### src/lnt_regs.svh
`ifndef LNT_REGS_SVH
`define LNT_REGS_SVH

// ----------------------------------------------------------------
// clock and timer widths
// ----------------------------------------------------------------
`define LNT_CLK_MHZ 10
`define LNT_CNT_W 16
`define LNT_CNT_ZERO 16'h0000
`define LNT_CNT_ONE 16'h0001
`define LNT_CYC(us) ((us) * `LNT_CLK_MHZ)

// ----------------------------------------------------------------
// times in microseconds, except the pass-through count in cycles
// ----------------------------------------------------------------
`define LNT_DOM_TIMEOUT_US 6000
`define LNT_DOM_RELEASE_US 10
`define LNT_BUS_WAKE_US 90
`define LNT_LOCAL_WAKE_US 35
`define LNT_WAKE_REARM_US 6
`define LNT_MODE_ENTRY_US 10
`define LNT_PASS_CYC 1

// ----------------------------------------------------------------
// levels and reset values
// ----------------------------------------------------------------
`define LNT_ON 1'b1
`define LNT_OFF 1'b0
`define LNT_RECESSIVE 1'b1
`define LNT_DOMINANT 1'b0
`define LNT_HIGH 1'b1
`define LNT_LOW 1'b0

`endif

### src/lnt_pkg.sv
`include "lnt_regs.svh"

package lnt_pkg;

   // one-hot operating modes
   typedef enum logic [2:0] {
      LNT_FAILSAFE = 3'h1,
      LNT_NORMAL = 3'h2,
      LNT_SLEEP = 3'h4
   } lnt_mode_t;

   // state of one pin filter
   typedef struct packed {
      logic [2:0] sync;
      logic agreed;
      logic filt;
      logic [`LNT_CNT_W-1:0] cnt;
   } lnt_deb_t;

   // state of the transceiver core
   typedef struct packed {
      lnt_mode_t mode;
      logic en_prev;
      logic bus_prev;
      logic wake_prev;
      logic [`LNT_CNT_W-1:0] dom_cnt;
      logic dom_lock;
      logic [`LNT_CNT_W-1:0] rel_cnt;
      logic [`LNT_CNT_W-1:0] rearm_cnt;
      logic wake_armed;
      logic wake_req;
      logic wake_local;
      logic bus_oe;
      logic rxd_oe;
      logic txd_oe;
      logic txd_strong;
      logic inhibit;
      logic term;
   } lnt_core_t;

endpackage

### src/lnt_pin_filter.sv
`timescale 1ns/10ps
`include "lnt_regs.svh"

module lnt_pin_filter
   import lnt_pkg::*;
#(
   parameter logic [`LNT_CNT_W-1:0] THRESH = `LNT_CNT_ONE,
   parameter logic RST_LVL = `LNT_HIGH
) (
   input wire logic clk,
   input wire logic reset,
   input wire logic clk_en,
   input wire logic pin_in,
   output logic level_out,
   output logic filt_out
);

   lnt_deb_t s_q;
   lnt_deb_t s_d;

   // ----------------------------------------------------------------
   // synchroniser and debounce
   // ----------------------------------------------------------------

   // stage 0 is read only by stage 1; a change counts once stages 1 and 2 agree
   always_comb begin
      s_d = s_q;
      s_d.sync = {s_q.sync[1:0], pin_in};
      if (s_q.sync[1] == s_q.sync[2]) begin
         s_d.agreed = s_q.sync[2];
      end
      // restart whenever the level returns before the threshold
      if (s_q.agreed == s_q.filt) begin
         s_d.cnt = `LNT_CNT_ZERO;
      end else if (s_q.cnt >= THRESH - `LNT_CNT_ONE) begin
         s_d.filt = s_q.agreed;
         s_d.cnt = `LNT_CNT_ZERO;
      end else begin
         s_d.cnt = s_q.cnt + `LNT_CNT_ONE;
      end
   end

   // clock enable low freezes the whole filter
   always_ff @(posedge clk or posedge reset) begin
      if (reset) begin
         s_q <= '{sync: {3{RST_LVL}}, agreed: RST_LVL, filt: RST_LVL, cnt: `LNT_CNT_ZERO};
      end else if (clk_en) begin
         s_q <= s_d;
      end
   end

   assign level_out = s_q.agreed;
   assign filt_out = s_q.filt;

endmodule

### src/lnt_transceiver.sv
`timescale 1ns/10ps
`include "lnt_regs.svh"

// Summary of operation
// - undervoltage on the battery supply blocks every bus transmission
// - power-up lands in fail-safe with regulator inhibit switched on
// - normal mode: low transmit input drives bus dominant, high releases it
// - fail-safe mode: transmit pin becomes an output showing the wake source
// - transmit input has an internal pull-down, open input reads low
// - transmit low beyond dominant timeout forces driver off, bus recessive
// - timeout clears only after transmit held high beyond minimum release time
// - receive output open drain: in normal mode recessive bus reads high, dominant low
// - mode select high means normal mode with both paths active
// - mode select falling while transmit high enters sleep, transmit disabled
// - sleep drops bus termination, only weak pull-up current remains
// - mode select has internal pull-down, open input reads low and keeps the part out of normal
// - regulator inhibit on in normal, off and floating in sleep
// - qualified bus or local wake turns regulator inhibit on
// - wake from sleep goes to fail-safe; mode select high then gives normal
// - remote wake needs bus dominant for the bus wake debounce time
// - local wake needs wake pin low for the local wake debounce time
// - wake pin, bus and mode select each have their own debounce timer
// - sleep entry is accepted whatever the bus and wake pin levels
// - after a local wake the transmit pin gets a strong pull-down
// - after any wake the receive output is driven low as request
// - fail-safe shows remote wake as weak pull-down, local wake as strong
// - mode select high clears wake request and wake source together
// - new local wake needs wake pin high past minimum, then a fresh fall
module lnt_transceiver
   import lnt_pkg::*;
#(
   parameter logic [`LNT_CNT_W-1:0] DOM_TIMEOUT_CYC = `LNT_CNT_W'(`LNT_CYC(`LNT_DOM_TIMEOUT_US))
) (
   input wire logic clk,
   input wire logic reset,
   input wire logic clk_en,
   input wire logic supply_ok,
   input wire logic mode_select,
   input wire logic txd_in,
   output logic txd_out,
   output logic txd_oe,
   output logic txd_strong_pd,
   output logic txd_pulldown_on,
   input wire logic bus_in,
   output logic bus_out,
   output logic bus_oe,
   output logic termination_on,
   output logic rxd_out,
   output logic rxd_oe,
   input wire logic wake_in,
   output logic regulator_inhibit_out,
   output logic mode_pulldown_on,
   output logic [2:0] mode_state
);

   // ----------------------------------------------------------------
   // derived cycle counts
   // ----------------------------------------------------------------
   // every threshold counts cycles of the one fixed clock
   localparam logic [`LNT_CNT_W-1:0] DOM_RELEASE_CYC = `LNT_CNT_W'(`LNT_CYC(`LNT_DOM_RELEASE_US));
   localparam logic [`LNT_CNT_W-1:0] BUS_WAKE_CYC = `LNT_CNT_W'(`LNT_CYC(`LNT_BUS_WAKE_US));
   localparam logic [`LNT_CNT_W-1:0] LOCAL_WAKE_CYC = `LNT_CNT_W'(`LNT_CYC(`LNT_LOCAL_WAKE_US));
   localparam logic [`LNT_CNT_W-1:0] WAKE_REARM_CYC = `LNT_CNT_W'(`LNT_CYC(`LNT_WAKE_REARM_US));
   localparam logic [`LNT_CNT_W-1:0] MODE_ENTRY_CYC = `LNT_CNT_W'(`LNT_CYC(`LNT_MODE_ENTRY_US));
   localparam logic [`LNT_CNT_W-1:0] PASS_CYC = `LNT_CNT_W'(`LNT_PASS_CYC);

   // power-up state: fail-safe, inhibit and termination on, local wake armed
   // termination starts on so a freshly powered bus already sees its load
   localparam lnt_core_t CORE_RST = '{
      mode: LNT_FAILSAFE,
      en_prev: `LNT_LOW,
      bus_prev: `LNT_RECESSIVE,
      wake_prev: `LNT_HIGH,
      dom_cnt: `LNT_CNT_ZERO,
      dom_lock: `LNT_OFF,
      rel_cnt: `LNT_CNT_ZERO,
      rearm_cnt: `LNT_CNT_ZERO,
      wake_armed: `LNT_ON,
      wake_req: `LNT_OFF,
      wake_local: `LNT_OFF,
      bus_oe: `LNT_OFF,
      rxd_oe: `LNT_OFF,
      txd_oe: `LNT_OFF,
      txd_strong: `LNT_OFF,
      inhibit: `LNT_ON,
      term: `LNT_ON
   };

   // whole core state, registered in one place
   lnt_core_t s_q;
   lnt_core_t s_d;

   // synchronised and debounced pin levels
   logic supply_lvl;
   logic txd_lvl;
   logic en_filt;
   logic bus_lvl;
   logic bus_filt;
   logic wake_lvl;
   logic wake_filt;

   // ----------------------------------------------------------------
   // pin filters
   // ----------------------------------------------------------------

   // supply and transmit only need synchronising, no debounce
   // a one cycle threshold, since the three flops already settle the level
   lnt_pin_filter #(
      .THRESH(PASS_CYC),
      .RST_LVL(`LNT_LOW)
   ) u_supply (
      .clk(clk),
      .reset(reset),
      .clk_en(clk_en),
      .pin_in(supply_ok),
      .level_out(),
      .filt_out(supply_lvl)
   );

   // transmit pin, read through its internal pull-down
   lnt_pin_filter #(
      .THRESH(PASS_CYC),
      .RST_LVL(`LNT_LOW)
   ) u_txd (
      .clk(clk),
      .reset(reset),
      .clk_en(clk_en),
      .pin_in(txd_in),
      .level_out(),
      .filt_out(txd_lvl)
   );

   // each slow input has its own timer so a glitch on one cannot feed another
   // a short mode select glitch neither sleeps nor wakes the part
   lnt_pin_filter #(
      .THRESH(MODE_ENTRY_CYC),
      .RST_LVL(`LNT_LOW)
   ) u_en (
      .clk(clk),
      .reset(reset),
      .clk_en(clk_en),
      .pin_in(mode_select),
      .level_out(),
      .filt_out(en_filt)
   );

   // bus filter: debounced edge qualifies a remote wake
   // the agreed level feeds the receive path, so data skips the wake timer
   lnt_pin_filter #(
      .THRESH(BUS_WAKE_CYC),
      .RST_LVL(`LNT_RECESSIVE)
   ) u_bus (
      .clk(clk),
      .reset(reset),
      .clk_en(clk_en),
      .pin_in(bus_in),
      .level_out(bus_lvl),
      .filt_out(bus_filt)
   );

   // wake pin filter: debounced fall qualifies a local wake
   // the rise is debounced as well, so a bounce cannot fake a fresh fall
   lnt_pin_filter #(
      .THRESH(LOCAL_WAKE_CYC),
      .RST_LVL(`LNT_HIGH)
   ) u_wake (
      .clk(clk),
      .reset(reset),
      .clk_en(clk_en),
      .pin_in(wake_in),
      .level_out(wake_lvl),
      .filt_out(wake_filt)
   );

   // ----------------------------------------------------------------
   // core next-state logic
   // ----------------------------------------------------------------

   // one pass builds the next state; later statements override earlier ones
   always_comb begin
      s_d = s_q;
      // previous filtered levels, kept for edge detection
      s_d.en_prev = en_filt;
      s_d.bus_prev = bus_filt;
      s_d.wake_prev = wake_filt;

      // dominant timeout counts only while the driver would be active
      // the count stops at the threshold, so a stuck low cannot wrap it
      if (s_q.mode == LNT_NORMAL && txd_lvl == `LNT_DOMINANT) begin
         if (s_q.dom_cnt >= DOM_TIMEOUT_CYC) begin
            s_d.dom_lock = `LNT_ON;
         end else begin
            s_d.dom_cnt = s_q.dom_cnt + `LNT_CNT_ONE;
         end
      end else begin
         s_d.dom_cnt = `LNT_CNT_ZERO;
      end

      // release needs transmit high beyond the minimum, any dip restarts it
      // the lock clears in any mode, so a later return to normal starts clean
      if (txd_lvl == `LNT_RECESSIVE && s_q.dom_lock) begin
         if (s_q.rel_cnt >= DOM_RELEASE_CYC) begin
            s_d.dom_lock = `LNT_OFF;
            s_d.rel_cnt = `LNT_CNT_ZERO;
         end else begin
            s_d.rel_cnt = s_q.rel_cnt + `LNT_CNT_ONE;
         end
      end else begin
         s_d.rel_cnt = `LNT_CNT_ZERO;
      end

      // re-arm local wake after the pin stays high past the minimum
      // the count saturates and the arm then stays set while the pin is high
      if (wake_lvl == `LNT_HIGH) begin
         if (s_q.rearm_cnt >= WAKE_REARM_CYC) begin
            s_d.wake_armed = `LNT_ON;
         end else begin
            s_d.rearm_cnt = s_q.rearm_cnt + `LNT_CNT_ONE;
         end
      end else begin
         s_d.rearm_cnt = `LNT_CNT_ZERO;
      end

      // a qualified fall consumes the arm whatever the mode, so a stuck low
      // pin cannot wake the part again after it is sent back to sleep
      if (s_q.wake_prev == `LNT_HIGH && wake_filt == `LNT_LOW) begin
         s_d.wake_armed = `LNT_OFF;
      end

      // mode sequencing
      // falling mode select with transmit still dominant is refused as sleep
      case (s_q.mode)
         LNT_NORMAL: begin
            if (s_q.en_prev == `LNT_HIGH && en_filt == `LNT_LOW) begin
               // sleep only with transmit already recessive; bus and wake ignored
               if (txd_lvl == `LNT_RECESSIVE) begin
                  s_d.mode = LNT_SLEEP;
               end else begin
                  // better a driverless fail-safe than a sleep with the bus held low
                  s_d.mode = LNT_FAILSAFE;
               end
            end
         end
         LNT_SLEEP: begin
            // local wake is tested after mode select but before the bus, and wins a tie with the bus
            if (en_filt == `LNT_HIGH) begin
               s_d.mode = LNT_NORMAL;
            end else if (s_q.wake_prev == `LNT_HIGH && wake_filt == `LNT_LOW && s_q.wake_armed) begin
               s_d.mode = LNT_FAILSAFE;
               s_d.wake_req = `LNT_ON;
               s_d.wake_local = `LNT_ON;
            end else if (s_q.bus_prev == `LNT_RECESSIVE && bus_filt == `LNT_DOMINANT) begin
               s_d.mode = LNT_FAILSAFE;
               s_d.wake_req = `LNT_ON;
               s_d.wake_local = `LNT_OFF;
            end else if (supply_lvl == `LNT_LOW) begin
               // undervoltage also leaves sleep, without a wake request
               // the regulator comes back on, yet the controller sees no request
               s_d.mode = LNT_FAILSAFE;
            end
         end
         default: begin
            // fail-safe waits for the controller to raise mode select
            // the bus driver stays off here whatever transmit shows
            if (en_filt == `LNT_HIGH) begin
               s_d.mode = LNT_NORMAL;
            end
         end
      endcase

      // mode select high wipes both wake flags in the same cycle
      // placed last so it beats every transition above
      if (en_filt == `LNT_HIGH) begin
         s_d.mode = LNT_NORMAL;
         s_d.wake_req = `LNT_OFF;
         s_d.wake_local = `LNT_OFF;
      end

      // bus driver: normal only, supply good, no timeout lock
      // next mode and next lock are used, so the driver drops on the same edge
      s_d.bus_oe = (s_d.mode == LNT_NORMAL) && supply_lvl && !s_d.dom_lock
                   && (txd_lvl == `LNT_DOMINANT);

      // receive path by mode
      // follows the agreed level, not the slow wake filter
      case (s_d.mode)
         LNT_NORMAL: begin
            s_d.rxd_oe = (bus_lvl == `LNT_DOMINANT);
         end
         LNT_FAILSAFE: begin
            s_d.rxd_oe = s_d.wake_req;
         end
         default: begin
            s_d.rxd_oe = `LNT_OFF; // high ohmic in sleep
         end
      endcase

      // wake source on the transmit pin, fail-safe only
      s_d.txd_oe = (s_d.mode == LNT_FAILSAFE) && s_d.wake_req;
      s_d.txd_strong = s_d.txd_oe && s_d.wake_local;

      // inhibit and termination follow the mode; wake leaves sleep so both come on
      // no separate wake term: every qualified wake lands in fail-safe
      s_d.inhibit = (s_d.mode != LNT_SLEEP);
      s_d.term = (s_d.mode != LNT_SLEEP);
   end

   // ----------------------------------------------------------------
   // state register
   // ----------------------------------------------------------------

   // asynchronous reset is the supply power-up
   // clock enable low holds every timer, flag and the mode
   always_ff @(posedge clk or posedge reset) begin
      if (reset) begin
         s_q <= CORE_RST;
      end else if (clk_en) begin
         s_q <= s_d;
      end
   end

   // ----------------------------------------------------------------
   // outputs
   // ----------------------------------------------------------------

   // open-drain pins only ever pull low; the enables carry the data
   // every output is a flop or a constant, with no decode after it
   assign bus_out = `LNT_DOMINANT;
   assign bus_oe = s_q.bus_oe;
   assign rxd_out = `LNT_DOMINANT;
   assign rxd_oe = s_q.rxd_oe;
   // transmit pin output: only ever a pull-down, strength on its own flop
   assign txd_out = `LNT_LOW;
   assign txd_oe = s_q.txd_oe;
   assign txd_strong_pd = s_q.txd_strong;
   assign termination_on = s_q.term;
   assign regulator_inhibit_out = s_q.inhibit;
   assign mode_state = s_q.mode;

   // input pull-downs are always present
   // passive, so they act while reset is still held
   assign txd_pulldown_on = `LNT_ON;
   assign mode_pulldown_on = `LNT_ON;

endmodule

### config.mk
export PLATFORM = sky130hd
export DESIGN_NAME = lnt_transceiver
export DESIGN_NICKNAME = d
export VERILOG_FILES = /design/src/lnt_pkg.sv /design/src/lnt_pin_filter.sv /design/src/lnt_transceiver.sv
export VERILOG_INCLUDE_DIRS = /design/src
export SDC_FILE = /design/constraint.sdc
export NUM_CORES = 1
export LEC_CHECK = 0
export BUFFER_PORTS_ARGS = -buffer_cell sky130_fd_sc_hd__buf_2
export CELL_PAD_IN_SITES_DETAIL_PLACEMENT = 1
export CELL_PAD_IN_SITES_GLOBAL_PLACEMENT = 2
export CORE_MARGIN = 5
export CORE_UTILIZATION = 41
export DETAILED_ROUTE_END_ITERATION = 7
export PLACE_DENSITY = 0.91
export SLEW_MARGIN = 20
export SYNTH_ARGS = -nofsm -noshare
export SYNTH_HDL_FRONTEND = slang
export SYNTH_SLANG_ARGS = --single-unit
### constraint.sdc
create_clock -name clk -period 5.3 [get_ports clk]
set_clock_uncertainty 0.2 [all_clocks]
set_input_delay 1.06 -clock clk [delete_from_list [all_inputs] [get_ports clk]]
set_output_delay 1.06 -clock clk [all_outputs]
set_load 0.05 [all_outputs]
==> results of run 1 <==
[registers in the layout, indices dropped and copies added, names as in the netlist, 3 cells and up]
name	flops
u_wake.s_q	17
u_en.s_q	17
mode_state	3
u_bus.s_q	17
s_q	55
[cell usage in the layout, fill, tap and decap left out, drive strengths merged, types with 11 or more instances in the layout]
master / instances
dfrtp: 121
nor2: 56
nand2: 43
a21oi: 32
o21ai: 32
nor2b: 30
inv: 28
nand3: 26
clkbuf: 25
mux2: 19
buf: 19
a31oi: 16
dfstp: 15
and2: 14
xnor2: 14
and3: 13
nor4: 13
nand4: 12
ha: 11
[metal layers]
metal | track usage, % | vias up | part of all wire, %
li1 | - | 2196 | -
met1 | 21.5 | 2410 | 47
met2 | 27.1 | 46 | 49
met3 | 3.80 | 15 | 2.4
met4 | 6.11 | 0 | 1.5
met5 | 0 | - | 0
[tightest hold or removal path, delay by kind of cell (launching register included)]
kind             cells  cell delay (ps)
AO/OA/AOI/OAI        1               50
flip-flops           1              340
AND/OR/NAND/NOR      1               60
[layout make-up]
type                    count  area [sq um]
fillers                  1677          8060
flip-flops and latches    136          3420
multi-input cells         429          2680
clock buffers              25           526
well taps                 211           264
inverters                  28           110
repair buffers             19           105
clock inverters             7          87.6
[cell families (layout without fill, tap and decap cells)]
group                    count (synthesis)  after routing
buffers and inverters                   65             79
flip-flops                             136            136
adder cells (fa/ha/maj)                 11             11
other                                    2              5
AND/OR/NAND/NOR                        241            241
multiplexers                            22             22
XOR/XNOR                                19             19
AO/OA/AOI/OAI                          131            131
[how the worst max path moves through the flow]
| stage | startpoint | end | slack (ps) |
|---|---|---|---|
| global route | clk_en | s_q[40] | 2180 |
| CTS | clk_en | s_q[40] | 2430 |
| floorplan | reset | bus_oe | 430 |
| finish | clk_en | s_q[40] | 2410 |
| detailed placement | clk_en | s_q[40] | 2000 |
| global placement | clk_en | s_q[40] | 2050 |
[where the power goes]
part           switching [mW]  internal (mW)
clock                   0.437          0.777
sequential              0.126           1.15
combinational           0.236          0.141
total                   0.798           2.07
[stage by stage]
| stage | utilization [%] | power, mW |
|---|---|---|
| global placement | 43.1 | 1.63 |
| global route | 47.2 | 3.00 |
| detailed placement | 43.1 | 1.66 |
| CTS | 47.2 | 2.90 |
| floorplan | - | 1.56 |
| finish | 47.2 | 2.86 |
[cells in the mapped netlist (all sizes together) (16+ instances only)]
library cell	instances	area, sq um
a21oi	32	160
nor2	56	210
clkbuf	16	60.1
nor2b	30	188
mux2	19	214
inv	28	105
a31oi	16	100
o21ai	32	160
dfrtp	121	3030
nand2	43	161
buf	21	124
nand3	26	130
==> metrics, run 1 <==
CTS Buf Count 17; vias in the first global route 4955; Distinct cells, synth 62; Min-Delay Endpoint bus_oe; r2r setup slk 2870 ps; Final Max Slew Viols 0; worst path cell trace buf_4 > buf_4 > nand3_1 > or2_2 > nor2_1 > a31oi_1 > nor2_1; GP Congestion 0.783; Yosys reg bits 136; RSZ-0062 raised after global routing no; critical register-to-register path endpoint u_bus.s_q[3]; sequential fraction of the synthesis area 53.6%; Crit path depth 7; slew of the pin with the lowest slew margin a little over 900 ps; Initial Util 41.8%; Peak VDD IR between 200 and 250 uV; antenna viol nets, final 0; post-CTS sizing 0; Total Wirelength 14000 um; DP HPWL 8730 um; largest net degree at the start of global routing 103; remaining global-route overflow 0; die area 18200 sq um; Post-synth EDFFs 0; worst setup margin 2410 ps; Post-CTS Setup Inserts 0; Fin. Hold Viols 0; clk root buf clkbuf_16; Synth Area in Compound Gates about an eighth; num ports 22; crit path kind in2reg; Design Area, Final ~7000 sq um; r2r worst-path depth 6; Hold Path Depth 2; hold_sp bus_oe; initial antenna violation count 0; First DRT Iteration DRCs 255; Max stage delay cell, worst path buf_4; Sink Count 136; launch point of the worst reg-to-reg path u_bus.s_q[0]; mapped cell area 6380 sq um; Max-slew headroom 38.3%; Largest delay share family, worst path buffers and inverters; Die Y between 100 and 150 um; CTS H-tree lvls 4; Post-DP Area 6580 sq um; first-pass GRT wire length roughly 24000 um; slowest stage delay, CP 620 ps; WL per Instance approximately 16 um; critical path peak fanout 60; fraction of layout cells with a size suffix above 1 14.6%; clk buf depth 2; max_cap viols 0; shortest period the worst path allows 2890 ps; Peak Freq around 350 MHz; Worst-path clk slew 60 ps; Lkg Pwr 3.25 nW; FP Rows 45; CP startpoint kind primary input; DRC Markers 0; Final Non-Filler Cells 855; Buf/Inv on CP 2; Worst Path Required 5450 ps; routed vias/inst 5.46; power per cell area 398 nW/um^2; nets@finish 650; TritonCTS clock tree yes; FFs w/ async S/R, synth 100%; Setup violations, final 0; Hold WC Path Type reg2reg; Skew-Pair Late Insertion Delay 430 ps; outcome complete, no violations; Inst Count DP approximately 820; DIE WIDTH 135 um; mux cell area share after synthesis 3.82%; Synth Instances between 600 and 700; Post-synth top flop dfrtp_1; Synth Area in XOR/XNOR 2.61%; syn_area_per_cell between 10 and 15 sq um; Setup TNS Final 0 ps; total core area 15300 sq um; post-synthesis simple-gate area fraction 20.0%; I/O Buffers 16; DR pass1 iterations 4; ANT cells 0; main combinational cell family by area after synthesis simple AND/OR/NAND/NOR gates; Hold Buf Count CTS 0; Adder-Cell Fraction of Synth Area 2.16%; pre-CTS WS 2000 ps; Min Hold Slack 282 ps; Yosys warning total 0; Final period util 54.5%; Worst setup EP type register; critical path arrival 3040 ps; vias post-DR 4667; Area growth syn-to-layout 12.8%; GRT Util Overall 16.5%
(Power assumes the default switching activity.)
==> run 2, diff against run 1 <==
==> constraint.sdc (replaced) <==
create_clock -name clk -period 2.74 [get_ports clk]
set_clock_uncertainty 0.2 [all_clocks]
set_input_delay 0.548 -clock clk [delete_from_list [all_inputs] [get_ports clk]]
set_output_delay 0.548 -clock clk [all_outputs]
set_load 0.05 [all_outputs]
==> run 2 against run 1 <==
  * Hold slack worse by 270 ps
  * Combinational power up 100%
  * Clock power up 88%
  * Non-clock buffer count up 7
  * Via count down 0.56%
  * Final cell count up 0.82%
  * Highest routed layer unchanged
==> metrics, run 2 (same netlist as run 1, synthesis figures left out) <==
outcome complete, no violations (unchanged); Skew-Pair Late Insertion Delay 420 ps (was 430 ps); Design Area, Final 7280 sq um (was 7200 sq um); Setup violations, final 0 (unchanged); commonest cells after routing, fill and taps aside dfrtp_1 (121), nor2_1 (56), nand2_1 (43) (unchanged); Peak VDD IR 489 uV (was 242 uV); Post-DP Area 6680 sq um (was 6580 sq um); Peak Freq 423 MHz; First DRT Iteration DRCs 224 (was 255); r2r setup slk 370 ps (was 2870 ps); Buf/Inv on CP 0 (was 2); Final period util 86.3%; Initial Util 41.8% (unchanged); crit path kind reg2reg (was in2reg); remaining global-route overflow 0 (unchanged); Lkg Pwr 3.28 nW (was 3.25 nW); critical register-to-register path endpoint u_bus.s_q[3] (unchanged); Hold Buf Count CTS 0 (unchanged); ANT cells 0 (unchanged); largest net degree at the start of global routing 89 (was 103); Total Wirelength 13800 um (was 14000 um); critical path peak fanout 15 (was 60); antenna viol nets, final 0 (unchanged); most common cell after layout, fill and taps aside dfrtp_1 (unchanged); die area 18200 sq um (unchanged); Top Layer Used met4 (unchanged); post-CTS sizing 0 (unchanged); TritonCTS clock tree yes (unchanged); vias in the first global route 4901 (was 4955); largest register by flop count s_q (unchanged); shortest period the worst path allows 2370 ps; Largest delay share family, worst path simple AND/OR/NAND/NOR gates (was buffers and inverters); CTS Buf Count 17 (unchanged); I/O Buffers 16 (unchanged); Fill cells 1642 (was 1677); Die Y 135 um (unchanged); nets@finish 657 (was 650); initial antenna violation count 0 (unchanged); DR WL met2 7030 um (was 6910 um); GRT Util Overall 16.1% (was 16.5%); worst path cell trace nor4_1 > a21oi_1 > or4_1 > or3_1 > o221ai_1 (was buf_4 > buf_4 > nand3_1 > or2_2 > nor2_1 > a31oi_1 > nor2_1); first-pass GRT wire length 23800 um (was 24500 um); Max-slew headroom 31.0% (was 38.3%); DRC Markers 0 (unchanged); Worst Path Required 2870 ps (was 5450 ps); Setup TNS Final 0 ps (unchanged); Area growth syn-to-layout 14.1% (was 12.8%); Fin. Hold Viols 0 (unchanged); routed vias/inst 5.38 (was 5.46); Final Max Slew Viols 0 (unchanged); DIE WIDTH 135 um (unchanged); CP startpoint kind register (was primary input); Hold WC Path Type in2async (was reg2reg); critical path arrival 2490 ps (was 3040 ps); GP Congestion 0.781 (was 0.783); DR pass1 iterations 4 (unchanged); vias post-DR 4641 (was 4667); wire length on met1 6180 um (was 6540 um); DP HPWL 9270 um (was 8730 um); clk buf depth 2 (unchanged); Max stage delay cell, worst path or4_1 (was buf_4); max reg flops 55 (unchanged); fraction of layout cells with a size suffix above 1 15.5% (was 14.6%); slew of the pin with the lowest slew margin 1030 ps (was 922 ps); CTS H-tree lvls 4 (unchanged); r2r worst-path depth 5 (was 6); WL per Instance 16.0 um (was 16.4 um); clk root buf clkbuf_16 (unchanged); Post-CTS Setup Inserts 0 (unchanged); FP Rows 45 (unchanged); Worst-path clk slew 60 ps (about the same); RSZ-0062 raised after global routing no (unchanged); total core area 15300 sq um (unchanged); Sink Count 136 (unchanged); slowest stage delay, CP 730 ps (was 620 ps); Worst setup EP type register (unchanged); met3 wire len 376 um (was 342 um); power per cell area 754 nW/um^2 (was 398 nW/um^2); num ports 22 (unchanged); Final Non-Filler Cells 862 (was 855); Inst Count DP 830 (was 823); launch point of the worst reg-to-reg path u_bus.s_q[2] (was u_bus.s_q[0]); max_cap viols 0 (unchanged)
run 2: worst max-delay path by stage:
stage	startpoint	depth (start not counted)	endpoint
finish	u_bus.s_q[2]	5	u_bus.s_q[3]
global route	u_bus.s_q[2]	5	u_bus.s_q[3]
CTS	u_bus.s_q[2]	5	u_bus.s_q[3]
detailed placement	u_bus.s_q[2]	5	u_bus.s_q[3]
global placement	clk_en	5	u_bus.s_q[3]
floorplan	reset	1	bus_oe
run 2: where the power goes:
group	switching (mW)	internal [mW]
Sequential	0.233	2.22
Clock	0.836	1.44
Combinational	0.466	0.292
Total	1.53	3.96
run 2: worst register-to-register path, stage by stage (launching register included):
cell,delay [ps]
dfrtp_1,420
nor4_1,300
a21oi_1,130
or4_1,730
or3_1,430
o221ai_1,70
run 2: through the flow:
step	power (mW)	util [%]	worst slack [ps]	hold WS [ps]
after floorplan	3.01	-	311	254
after global placement	3.17	43.8	439	261
after detailed placement	3.24	43.8	355	272
after CTS	5.56	47.7	368	24.1
after global routing	5.78	47.7	216	44.1
final	5.49	47.7	374	14.5
run 2: cell type report:
cell class	count	area, sq um	share of cell area [%]
flip-flops and latches	136	3420	47.0
multi-input cells	429	2680	36.8
inverters	28	109	1.50
clock buffers	19	443	6.08
clock inverters	13	154	2.11
repair buffers	26	208	2.85
well taps	211	264	3.63
run 2: metal layers:
| layer | up-vias | global-route usage, % |
|---|---|---|
| met2 | 56 | 27.5 |
| met5 | - | 0 |
| met3 | 14 | 3.91 |
| li1 | 2226 | - |
| met1 | 2345 | 20.0 |
| met4 | 0 | 5.66 |
